File: src/acs_pkg.sv
`default_nettype none
package acs_pkg;

  // ****************************************
  // Widths
  // ****************************************
  localparam int ADDR_W = 4;
  localparam int DATA_W = 8;
  localparam int RES_W = 10;
  localparam int PRESC_W = 7;
  localparam int DIVSEL_W = 3;
  localparam int CHAN_W = 3;
  localparam int REF_W = 2;
  localparam int HALF_W = 6;
  localparam int CYC_W = 16;

  // ****************************************
  // Register offsets
  // ****************************************
  localparam logic [ADDR_W-1:0] OFS_CTRL_A = 4'h0;
  localparam logic [ADDR_W-1:0] OFS_CTRL_B = 4'h1;
  localparam logic [ADDR_W-1:0] OFS_SELECT = 4'h2;
  localparam logic [ADDR_W-1:0] OFS_RES_LO = 4'h3;
  localparam logic [ADDR_W-1:0] OFS_RES_HI = 4'h4;

  // ****************************************
  // Field positions
  // ****************************************
  localparam int BIT_ENABLE = 7;
  localparam int BIT_START = 6;
  localparam int BIT_AUTO = 5;
  localparam int BIT_DONE = 4;
  localparam int BIT_IRQ_EN = 3;
  localparam int DIVSEL_LSB = 0;
  localparam int BIT_FREE_RUN = 0;
  localparam int REF_LSB = 6;
  localparam int CHAN_LSB = 0;

  // ****************************************
  // Reset values
  // ****************************************
  localparam logic [DIVSEL_W-1:0] DIVSEL_RST = 3'h0;
  localparam logic [CHAN_W-1:0] CHAN_RST = 3'h0;
  localparam logic [REF_W-1:0] REF_RST = 2'h0;
  localparam logic [RES_W-1:0] RES_RST = 10'h000;
  localparam logic [RES_W-1:0] FULL_SCALE = 10'h3FF;

  // ****************************************
  // Conversion timing in ADC clock cycles
  // ****************************************
  localparam int NORMAL_CONV_CYC = 15;
  localparam int NORMAL_SAMPLE_CYC = 4;
  localparam int FIRST_CONV_CYC = 26;
  localparam int FIRST_SAMPLE_CYC = 15;
  // Auto figures are 15.5 and 4.5 cycles, kept in half cycles
  localparam int AUTO_CONV_HALVES = 31;
  localparam int AUTO_SAMPLE_HALVES = 9;

  localparam logic [HALF_W-1:0] NORMAL_DONE_H = HALF_W'(2 * NORMAL_CONV_CYC);
  localparam logic [HALF_W-1:0] NORMAL_SAMPLE_H = HALF_W'(2 * NORMAL_SAMPLE_CYC);
  localparam logic [HALF_W-1:0] FIRST_DONE_H = HALF_W'(2 * FIRST_CONV_CYC);
  localparam logic [HALF_W-1:0] FIRST_SAMPLE_H = HALF_W'(2 * FIRST_SAMPLE_CYC);
  localparam logic [HALF_W-1:0] AUTO_DONE_H = HALF_W'(AUTO_CONV_HALVES);
  localparam logic [HALF_W-1:0] AUTO_SAMPLE_H = HALF_W'(AUTO_SAMPLE_HALVES);

  // ****************************************
  // Types
  // ****************************************
  typedef enum logic [1:0] {
    ST_IDLE = 2'b00,
    ST_ARMED = 2'b01,
    ST_CONV = 2'b10
  } acs_state_t;

  typedef enum logic [1:0] {
    KIND_NORMAL = 2'b00,
    KIND_FIRST = 2'b01,
    KIND_AUTO = 2'b10
  } acs_kind_t;

endpackage : acs_pkg
`default_nettype wire

File: src/acs_sequencer.sv
// The implementer's own choices: the placing of the registers and the plain strobed port.
`default_nettype none

// Operation
// - Prescaler runs while enabled, reset otherwise
// - ADC clock divided from system clock
// - Start bit begins conversion at next tick
// - Normal and free-running conversions take 15 cycles
// - First conversion after enable takes 26 cycles
// - Sample at 4, or 15 when first
// - Completion stores result, sets flag, clears start
// - Trigger event resets the prescaler
// - Auto: sample 4.5, finish 15.5 cycles
// - Trigger passes two synchroniser flops first
// - Free-running restarts at once, start stays set
// - Channel buffer follows, then locks per conversion
// - Buffer follows again in last cycle
// - Free-run change applies at end of current conversion
// - Quiet sleep with halted core starts conversion
// - Completion request raised even after early wake
// - No automatic power-off in other sleeps
// - Over-range inputs give full-scale code
// - Codes 000/001 divide 2, 010 4, 011 8
// - Clearing enable aborts running conversion
// - Flag cleared by write-one or vector acknowledge
// - Writing zero to start has no effect
module acs_sequencer
  import acs_pkg::*;
(
  input wire logic clk_sys_i,
  input wire logic rstn_i,
  input wire logic [ADDR_W-1:0] reg_addr_i,
  input wire logic [DATA_W-1:0] reg_wdata_i,
  input wire logic reg_we_i,
  input wire logic reg_re_i,
  output logic [DATA_W-1:0] reg_rdata_o,
  input wire logic trigger_i,
  input wire logic sleep_quiet_i,
  input wire logic cpu_halted_i,
  input wire logic irq_ack_i,
  input wire logic [RES_W-1:0] sar_result_i,
  input wire logic over_range_i,
  output logic analog_enable_o,
  output logic [CHAN_W-1:0] channel_o,
  output logic [REF_W-1:0] reference_o,
  output logic sample_hold_o,
  output logic conv_done_o,
  output logic conv_busy_o,
  output logic irq_o
);

  // ****************************************
  // State
  // ****************************************
  logic enable_q;
  logic auto_q;
  logic irq_en_q;
  logic free_run_q;
  logic done_q;
  logic first_q;
  logic [DIVSEL_W-1:0] divsel_q;
  logic [CHAN_W-1:0] sel_chan_q;
  logic [REF_W-1:0] sel_ref_q;
  logic [CHAN_W-1:0] lock_chan_q;
  logic [REF_W-1:0] lock_ref_q;
  logic [RES_W-1:0] result_q;
  logic [PRESC_W-1:0] presc_q;
  logic [HALF_W-1:0] halfcnt_q;
  logic [HALF_W-1:0] halfcnt_d;
  acs_state_t state_q;
  acs_state_t state_d;
  acs_kind_t kind_q;
  acs_kind_t kind_d;
  logic trig_s1_q;
  logic trig_s2_q;
  logic trig_s3_q;
  logic halted_q;
  logic sample_q;
  logic done_pulse_q;
  logic [DATA_W-1:0] rdata_q;

  // ****************************************
  // Register decode
  // ****************************************
  wire wr_ctrl_a = reg_we_i && (reg_addr_i == OFS_CTRL_A);
  wire wr_ctrl_b = reg_we_i && (reg_addr_i == OFS_CTRL_B);
  wire wr_select = reg_we_i && (reg_addr_i == OFS_SELECT);
  wire enable_d = wr_ctrl_a ? reg_wdata_i[BIT_ENABLE] : enable_q;
  // Start written as one requests; zero is ignored
  wire start_req = wr_ctrl_a && reg_wdata_i[BIT_START] && reg_wdata_i[BIT_ENABLE];
  wire flag_clear = (wr_ctrl_a && reg_wdata_i[BIT_DONE]) || irq_ack_i;

  // ****************************************
  // Prescaler and ADC clock ticks
  // ****************************************
  // 000 and 001 divide by 2, then each code doubles
  wire [DIVSEL_W-1:0] div_shift = (divsel_q <= 3'h1) ? 3'h1 : divsel_q;
  wire [PRESC_W:0] div_full = 8'h01 << div_shift;
  wire [PRESC_W-1:0] presc_mask = PRESC_W'(div_full - 8'h01);
  wire [PRESC_W-1:0] presc_mid = presc_mask >> 1;
  wire [PRESC_W-1:0] presc_low = presc_q & presc_mask;
  wire full_tick = (presc_low == presc_mask);
  wire half_tick = full_tick || (presc_low == presc_mid);

  // ****************************************
  // Trigger and sleep start
  // ****************************************
  wire trig_rise = trig_s2_q && !trig_s3_q;
  // Edges during a conversion are dropped
  wire auto_go = enable_q && auto_q && trig_rise && (state_q == ST_IDLE);
  wire quiet_halt = sleep_quiet_i && cpu_halted_i;
  // Only quiet sleep states start; others leave the converter on
  wire sleep_go = quiet_halt && !halted_q && enable_q && !auto_q && irq_en_q
                  && (state_q == ST_IDLE);

  // ****************************************
  // Conversion timing
  // ****************************************
  wire [HALF_W-1:0] done_h = (kind_q == KIND_FIRST) ? FIRST_DONE_H :
                             (kind_q == KIND_AUTO) ? AUTO_DONE_H : NORMAL_DONE_H;
  wire [HALF_W-1:0] sample_h = (kind_q == KIND_FIRST) ? FIRST_SAMPLE_H :
                               (kind_q == KIND_AUTO) ? AUTO_SAMPLE_H : NORMAL_SAMPLE_H;
  wire converting = (state_q == ST_CONV);
  wire conv_end = converting && half_tick && (halfcnt_q == done_h - 6'h01);
  wire sample_now = converting && half_tick && (halfcnt_q == sample_h - 6'h01);
  wire free_mode = auto_q && free_run_q;
  wire conv_start = (state_d == ST_CONV) && (state_q != ST_CONV);
  // Buffer follows when idle and in the final ADC cycle
  wire follow = !converting || (halfcnt_q >= done_h - 6'h02);
  wire [RES_W-1:0] result_in = over_range_i ? FULL_SCALE : sar_result_i;

  always_comb begin
    state_d = state_q;
    kind_d = kind_q;
    halfcnt_d = halfcnt_q;
    case (state_q)
      ST_IDLE: begin
        if (auto_go) begin
          state_d = ST_CONV;
          kind_d = first_q ? KIND_FIRST : KIND_AUTO;
          halfcnt_d = '0;
        end else if (start_req || sleep_go) begin
          state_d = ST_ARMED;
        end
      end
      ST_ARMED: begin
        if (full_tick) begin
          state_d = ST_CONV;
          kind_d = first_q ? KIND_FIRST : KIND_NORMAL;
          halfcnt_d = '0;
        end
      end
      ST_CONV: begin
        if (conv_end) begin
          if (free_mode) begin
            kind_d = KIND_NORMAL;
            halfcnt_d = '0;
          end else begin
            state_d = ST_IDLE;
          end
        end else if (half_tick) begin
          halfcnt_d = halfcnt_q + 6'h01;
        end
      end
      default: begin
        state_d = ST_IDLE;
      end
    endcase
    if (!enable_d) begin
      state_d = ST_IDLE;
    end
  end

  // ****************************************
  // Registers
  // ****************************************
  always_ff @(posedge clk_sys_i or negedge rstn_i) begin
    if (!rstn_i) begin
      enable_q <= 1'b0;
      auto_q <= 1'b0;
      irq_en_q <= 1'b0;
      divsel_q <= DIVSEL_RST;
      free_run_q <= 1'b0;
      sel_chan_q <= CHAN_RST;
      sel_ref_q <= REF_RST;
    end else begin
      if (wr_ctrl_a) begin
        enable_q <= reg_wdata_i[BIT_ENABLE];
        auto_q <= reg_wdata_i[BIT_AUTO];
        irq_en_q <= reg_wdata_i[BIT_IRQ_EN];
        divsel_q <= reg_wdata_i[DIVSEL_LSB +: DIVSEL_W];
      end
      if (wr_ctrl_b) begin
        free_run_q <= reg_wdata_i[BIT_FREE_RUN];
      end
      if (wr_select) begin
        sel_chan_q <= reg_wdata_i[CHAN_LSB +: CHAN_W];
        sel_ref_q <= reg_wdata_i[REF_LSB +: REF_W];
      end
    end
  end

  always_ff @(posedge clk_sys_i or negedge rstn_i) begin
    if (!rstn_i) begin
      presc_q <= '0;
    end else if (!enable_q || auto_go) begin
      presc_q <= '0;
    end else begin
      presc_q <= presc_q + 7'h01;
    end
  end

  always_ff @(posedge clk_sys_i or negedge rstn_i) begin
    if (!rstn_i) begin
      state_q <= ST_IDLE;
      kind_q <= KIND_NORMAL;
      halfcnt_q <= '0;
      first_q <= 1'b1;
    end else begin
      state_q <= state_d;
      kind_q <= kind_d;
      halfcnt_q <= halfcnt_d;
      if (!enable_q) begin
        first_q <= 1'b1;
      end else if (conv_start) begin
        first_q <= 1'b0;
      end
    end
  end

  always_ff @(posedge clk_sys_i or negedge rstn_i) begin
    if (!rstn_i) begin
      lock_chan_q <= CHAN_RST;
      lock_ref_q <= REF_RST;
    end else if (follow) begin
      lock_chan_q <= sel_chan_q;
      lock_ref_q <= sel_ref_q;
    end
  end

  always_ff @(posedge clk_sys_i or negedge rstn_i) begin
    if (!rstn_i) begin
      result_q <= RES_RST;
      done_q <= 1'b0;
      sample_q <= 1'b0;
      done_pulse_q <= 1'b0;
    end else begin
      if (conv_end) begin
        result_q <= result_in;
      end
      // Completion wins over a clear in the same cycle
      done_q <= conv_end || (done_q && !flag_clear);
      sample_q <= sample_now;
      done_pulse_q <= conv_end;
    end
  end

  always_ff @(posedge clk_sys_i or negedge rstn_i) begin
    if (!rstn_i) begin
      trig_s1_q <= 1'b0;
      trig_s2_q <= 1'b0;
      trig_s3_q <= 1'b0;
      halted_q <= 1'b0;
    end else begin
      trig_s1_q <= trigger_i;
      trig_s2_q <= trig_s1_q;
      trig_s3_q <= trig_s2_q;
      halted_q <= quiet_halt;
    end
  end

  // ****************************************
  // Read path
  // ****************************************
  wire [DATA_W-1:0] ctrl_a_rd = {enable_q, state_q != ST_IDLE, auto_q, done_q,
                                 irq_en_q, divsel_q};
  wire [DATA_W-1:0] ctrl_b_rd = {7'h00, free_run_q};
  wire [DATA_W-1:0] select_rd = {sel_ref_q, 3'h0, sel_chan_q};
  wire [DATA_W-1:0] res_lo_rd = result_q[DATA_W-1:0];
  wire [DATA_W-1:0] res_hi_rd = {6'h00, result_q[RES_W-1:DATA_W]};
  wire [DATA_W-1:0] read_mux = (reg_addr_i == OFS_CTRL_A) ? ctrl_a_rd :
                               (reg_addr_i == OFS_CTRL_B) ? ctrl_b_rd :
                               (reg_addr_i == OFS_SELECT) ? select_rd :
                               (reg_addr_i == OFS_RES_LO) ? res_lo_rd :
                               (reg_addr_i == OFS_RES_HI) ? res_hi_rd : 8'h00;

  always_ff @(posedge clk_sys_i or negedge rstn_i) begin
    if (!rstn_i) begin
      rdata_q <= 8'h00;
    end else begin
      rdata_q <= reg_re_i ? read_mux : 8'h00;
    end
  end

  assign reg_rdata_o = rdata_q;
  assign analog_enable_o = enable_q;
  assign channel_o = lock_chan_q;
  assign reference_o = lock_ref_q;
  assign sample_hold_o = sample_q;
  assign conv_done_o = done_pulse_q;
  assign conv_busy_o = converting;
  // Request stands until cleared, whatever woke the core
  assign irq_o = done_q && irq_en_q;

  // ****************************************
  // Checks
  // ****************************************
  logic [CYC_W-1:0] cyc_q;
  wire [CYC_W-1:0] div_w = CYC_W'(div_full);

  always_ff @(posedge clk_sys_i or negedge rstn_i) begin
    if (!rstn_i) begin
      cyc_q <= '0;
    end else if (conv_start || (conv_end && free_mode)) begin
      cyc_q <= '0;
    end else begin
      cyc_q <= cyc_q + 16'h0001;
    end
  end
endmodule : acs_sequencer
`default_nettype wire

File: config.mk
export PLATFORM = sky130hd
export DESIGN_NAME = acs_sequencer
export DESIGN_NICKNAME = d
export VERILOG_FILES = /design/src/acs_pkg.sv /design/src/acs_sequencer.sv
export SDC_FILE = /design/constraint.sdc
export NUM_CORES = 1
export LEC_CHECK = 0
export ABC_AREA = 1
export BUFFER_PORTS_ARGS = -buffer_cell sky130_fd_sc_hd__buf_2
export CORE_MARGIN = 2
export CORE_UTILIZATION = 49
export DETAILED_ROUTE_END_ITERATION = 7
export PLACE_DENSITY = 0.81
export SYNTH_ARGS = -nofsm -noshare
export SYNTH_HDL_FRONTEND = slang
export SYNTH_SLANG_ARGS = --single-unit
File: constraint.sdc
create_clock -name clk_sys_i -period 2.79 [get_ports clk_sys_i]
set_clock_uncertainty 0.1 [all_clocks]
set_input_delay 0.6975 -clock clk_sys_i [delete_from_list [all_inputs] [get_ports clk_sys_i]]
set_output_delay 0.6975 -clock clk_sys_i [all_outputs]
set_load 0.01 [all_outputs]
Word level (Yosys, flattened, before mapping)
Index checks and enable logic that the tools add are counted.
Word-level totals
  register bits: 60
  input bits: 31
  output and inout port bits: 18
  word-level logic and storage cells: 131
Operators by class
  add/sub/neg operators: 6
  magnitude comparators: 2
  equal/unequal tests: 21
  shifts and indexed selects: 1
  multiplexer cells: 36
  bitwise operators: 1
  reduce and logical (&&, ||, !) cells: 41
Operators with widths (number)
  2-to-1 mux 8 bit: 5
  2-to-1 mux 6 bit: 6
  2-to-1 mux 2 bit: 12
  logical AND 1 bit: 23
  one-hot mux 6 bit (3 select lines): 1
  equality test 6 bit: 2
  one-hot mux 2 bit (3 select lines): 2
  2-to-1 mux 10 bit: 1
  AND reduction 5 bit: 2
  equality test 4 x 2 -> 1 bit (second input constant): 2
  adder 7 x 1 -> 7 bit (second input constant): 1
  AND 7 bit: 1
  equality test 7 x 6 -> 1 bit: 1
  equality test 7 bit: 1
  2-to-1 mux 7 bit: 1
  left shift 1 x 3 -> 7 bit (first input constant): 1
  subtractor 7 x 1 -> 7 bit (second input constant): 1
  adder 6 x 1 -> 6 bit (second input constant): 1
  equality test 2 bit (second input constant): 3
  greater-or-equal comparator 6 bit: 1
  logical NOT 1 bit: 6
  logical OR 1 bit: 6
  2-to-1 mux 1 bit: 6
  inequality test 2 x 1 -> 1 bit (second input constant): 3
  15 further kinds: 19

Logic depth before layout (Yosys ltp)
  depth in word-level cells: 16
  depth in mapped cells: 15
  depth with buffers taken out: 15

Worst setup path before layout
No wires, ideal clock.
  path kind: flip-flop to flip-flop
  start: register kind_q[1]
  end: register lock_chan_q[1] (netlist: channel_o[1])
  library setup time: 125 ps
  data arrival time: 1872 ps
  data required time: 2565 ps
  path slack: 694 ps
  cell stages (with the launch flop): 10
  buffers on the path: 0
  clock period less this slack: 2096 ps
  cell sequence: dfrtp_1 inv_1 ha_1 inv_1 ha_1 nand2_1 inv_2 nand3_2 o2111ai_2 mux2_2
Between the ends
  word-level cells in the longest chain between the ends: 6
  elaborated cells on any way between the ends: 7
  classes of those cells: 1 x add/sub; 1 x order compare; 2 x eq/ne; 2 x mux; 1 x reduce/logical
RTL lines
  start, declared: RTL line acs_sequencer.sv:72  | acs_kind_t kind_q;
  start signal, assigned: RTL line acs_sequencer.sv:221  | kind_q <= kind_d;
  equality test 2 bit: RTL line acs_sequencer.sv:120  | (kind_q == KIND_AUTO) ? AUTO_DONE_H : NORMAL_DONE_H;
  2-to-1 mux 1 bit: RTL line acs_sequencer.sv:120
  2-to-1 mux 6 bit *: RTL line acs_sequencer.sv:119  | wire [HALF_W-1:0] done_h = (kind_q == KIND_FIRST) ? FIRST_DONE_H :
  subtractor 6 x 2 -> 6 bit *: RTL line acs_sequencer.sv:129  | wire follow = !converting || (halfcnt_q >= done_h - 6'h02);
  greater-or-equal comparator 6 bit *: RTL line acs_sequencer.sv:129
  logical OR 1 bit *: RTL line acs_sequencer.sv:129
  end signal, assigned: RTL line acs_sequencer.sv:236  | lock_chan_q <= sel_chan_q;
  end, declared: RTL line acs_sequencer.sv:64  | logic [CHAN_W-1:0] lock_chan_q;
Every way passes the cells marked *; elsewhere a longest branch is shown, timed or not.
A chain may end at the register's enable or synchronous reset.

Final worst setup path
  start: register kind_q[1]
  end: register kind_q[1]
Between the ends
  word-level cells in the longest chain between the ends: 8
  elaborated cells on any way between the ends: 9
  classes of those cells: 1 x add/sub; 4 x eq/ne; 2 x mux; 2 x reduce/logical
RTL lines
  equality test 2 bit: RTL line acs_sequencer.sv:120
  2-to-1 mux 1 bit: RTL line acs_sequencer.sv:120
  2-to-1 mux 6 bit *: RTL line acs_sequencer.sv:119
  subtractor 6 x 1 -> 6 bit *: RTL line acs_sequencer.sv:124  | wire conv_end = converting && half_tick && (halfcnt_q == done_h - 6'h01);
  equality test 6 bit *: RTL line acs_sequencer.sv:124
  logical AND 1 bit *: RTL line acs_sequencer.sv:124
  inequality test 2 x 1 -> 1 bit (no line) *
  AND reduction 5 bit (no line) *
Marked as above.

==> flow_metrics.py <==
metrics = {
    "outcome": {
        "outcome": "complete, no violations",
    },
    "placement": {
        "hpwl_um": 5246,
        "dp_slack_ns": 0.4292,
        "routabilityCongestion": 0.9287,
        "placed_area_um2": 3548,
        "port_buffers": 48,
        "placed_cells": 481,
    },
    "drt": {
        "via_per_inst": 5.340,
        "vias": 2654,
        "wl_per_cell_um": 14.21,
        "drc": 0,
        "drtAntennaViolNets": 0,
        "drt_iter0_markers": 184,
        "detail_route.first_pass.iterations": 4,
        "drt_wl_total_um": 7063,
    },
    "grt": {
        "grtUsageTotal": 0.2185,
        "antenna_found_initial": 0,
        "grt_pass1_wl_um": 12580,
        "grt_pass1_vias": 2741,
        "grt_max_degree": 37,
        "grt.overflow.total": 0,
    },
    "synthesis": {
        "synth_area_leaders": "dfrtp_1 (46%), nand2_1 (9.2%), ha_1 (5.0%), inv_1 (4.5%), o21ai_0 (4.2%)",
        "yosys.area_share.simple": 0.2378,
        "syn_nets": 405,
        "yosysSeqAreaShare": 0.4637,
        "yosys_warnings": 0,
        "synth_top_family_by_area": "simple AND/OR/NAND/NOR gates",
        "synth_seq_cells": 60,
        "synth_area_leader_cell": "dfrtp_1",
        "avgSynthCellArea_um2": 8.977,
        "synthAdderAreaFrac": 0.05019,
        "yosysTopAreaCellShare": 0.4556,
        "synthCells": 361,
        "synth.distinct_cells": 46,
        "synth-xor-area-share": 0.008108,
        "synth_area_um2": 3241,
        "synthMuxAreaShare": 0.02780,
        "synth_compound_area_frac": 0.1394,
    },
    "layout": {
        "final_cell_mix": "nand2_1 (79), dfrtp_1 (59), buf_2 (48)",
        "fin_nets": 459,
        "layout-drive-gt1-share": 0.2714,
        "synthToLayoutAreaGrowth_pct": 16.87,
        "final_common_cell": "nand2_1",
        "fin_area_um2": 3787,
        "fill_cells": 513,
        "diodes": 0,
        "finalNonFillerCells": 497,
    },
    "worst_setup_path": {
        "start_kind": "flop",
        "r2r-start": "kind_q[1]",
        "r2r-end": "kind_q[1]",
        "endpoint_kind": "flop",
        "cp_max_fo": 22,
        "arrival_ns": 2.58,
        "rr_worst_depth": 13,
        "cp.required_ns": 2.94,
        "regToRegSetupSlack_ns": 0.36,
        "crit_type": "reg -> reg",
    },
    "sta": {
        "fmax_mhz": 411.1,
        "slew_viol_final": 0,
        "fin_crit_ns": 2.432,
        "setup_ws_ns": 0.3578,
        "relSlewSlack": 0.4899,
        "timing.final.crit_share": 0.8718,
        "rsz0062_at_grt": "false",
        "final-hold-violation-count": 0,
        "tightest_slew_ns": 0.7651,
        "fin_tns_setup_ns": 0,
        "final-setup-viol-count": 0,
    },
    "floorplanning": {
        "rows": 29,
        "core_area_um2": 6386,
        "pin_count": 49,
        "initial_utilization": 0.5074,
        "die_y_um": 85.33,
        "die_w_um": 85.33,
        "die_area_um2": 7280,
    },
    "cts": {
        "ctsHoldBuffers": 0,
        "cts_sinks": 60,
        "cts_tree": "yes",
        "post_cts_resized": 0,
        "cts-root-buf": "clkbuf_8",
        "clk_pin_slew_ns": 0.08,
        "insertion_delay_ns": 0.36,
        "htree_levels": 3,
        "post_cts_buffers": 0,
        "cts_buffers": 9,
        "clk_path_buf_depth": 2,
    },
    "power_and_ir_drop": {
        "ir_worst_vdd_mv": 0.4009,
        "p_total_uw": 2697,
        "power_density_nw_per_um2": 712.1,
        "p_leak_uw": 0.001928,
    },
    "hold_path": {
        "worstHoldPathType": "in -> async",
    },
    "run": {
        "maxCapViolations": 0,
    },
}
flip-flops by register name, indices dropped and copies added, names as in the netlist, 2 cells and up:
signal,flops
result_q,10
reg_rdata_o,8
presc_q,7
halfcnt_q,6
channel_o,3
divsel_q,3
sel_chan_q,3
kind_q,2
reference_o,2
sel_ref_q,2
state_q,2
metrics by stage:
| stage | hold WS (ns) | utilization |
|---|---|---|
| after floorplan | 0.2312 | - |
| after global placement | 0.2380 | 0.5556 |
| after detailed placement | 0.2616 | 0.5556 |
| after CTS | 0.2546 | 0.5931 |
| after global routing | 0.2732 | 0.5931 |
| final | 0.2413 | 0.5931 |
layout make-up:
| cell class | instances | area [um^2] | share of cell area |
|---|---|---|---|
| Inverter | 44 | 165.2 | 0.04361 |
| Clock buffer | 9 | 123.9 | 0.03271 |
| Clock inverter | 7 | 115.1 | 0.03039 |
| Tap cell | 77 | 96.34 | 0.02544 |
| Timing Repair Buffer | 52 | 282.8 | 0.07466 |
| Multi-Input combinational cell | 248 | 1501 | 0.3964 |
| Sequential cell | 60 | 1503 | 0.3968 |
Yosys cell counts, drive strengths merged:
cell type and n:
o22ai 1, xnor2 2, ha 13, o211ai 1
buf 5, mux2 8, a21oi 13, dfstp 1
nand2 87, or2 1, inv 44, nor4 1
o21bai 1, nor3 5, nand4 7, nor3b 1
a2111oi 1, nand3b 4, dfrtp 59, a211oi 4
a21o 1, nand3 16, o2111ai 2, o21ai 37
nor2 35, xor2 1, a221oi 6, clkbuf 4
cell families (layout without fill, tap and decap cells):
family	count (synthesis)	in the layout
DFF	60	60
buffers and inverters	53	112
xor gates and xnor gates	3	3
muxes	8	8
AOI/OAI and AO/OA	67	67
adders and majority gates	13	13
and+or+nand+nor	157	157
critical path, stage by stage, from the launching register on:
cell and delay, ns:
dfrtp_1 0.41, inv_1 0.07, ha_1 0.20, inv_1 0.11, ha_1 0.29, nand2_1 0.06, inv_2 0.08, nand3_2 0.13
nor2_8 0.17, nand3_4 0.24, o21ai_2 0.19, nand3_1 0.14, nand2_1 0.09, o21ai_1 0.06
worst max-delay path by stage:
stage,start,end,cells after the start
global placement,kind_q[1],kind_q[1],13
global route,kind_q[1],kind_q[1],13
detailed placement,kind_q[1],kind_q[1],13
finish,kind_q[1],kind_q[1],13
floorplan,kind_q[1],channel_o[1],9
CTS,kind_q[1],kind_q[1],13
where the power goes:
part	leakage [uW]	switching [uW]	internal [uW]
logic	0.00107	395	248
registers	0.000739	123	976
clock network	0.000115	366	589
per-layer routing:
layer	part of all wire	up-vias	wire, um	GRT usage
met5	0	-	0	0
met4	0.019	0	136	0.09957
met3	0.046	15	327	0.03794
met2	0.49	77	3478	0.3651
met1	0.44	1262	3120	0.2773
li1	-	1300	-	-
Note: power is estimated with default switching activity, not from simulation.
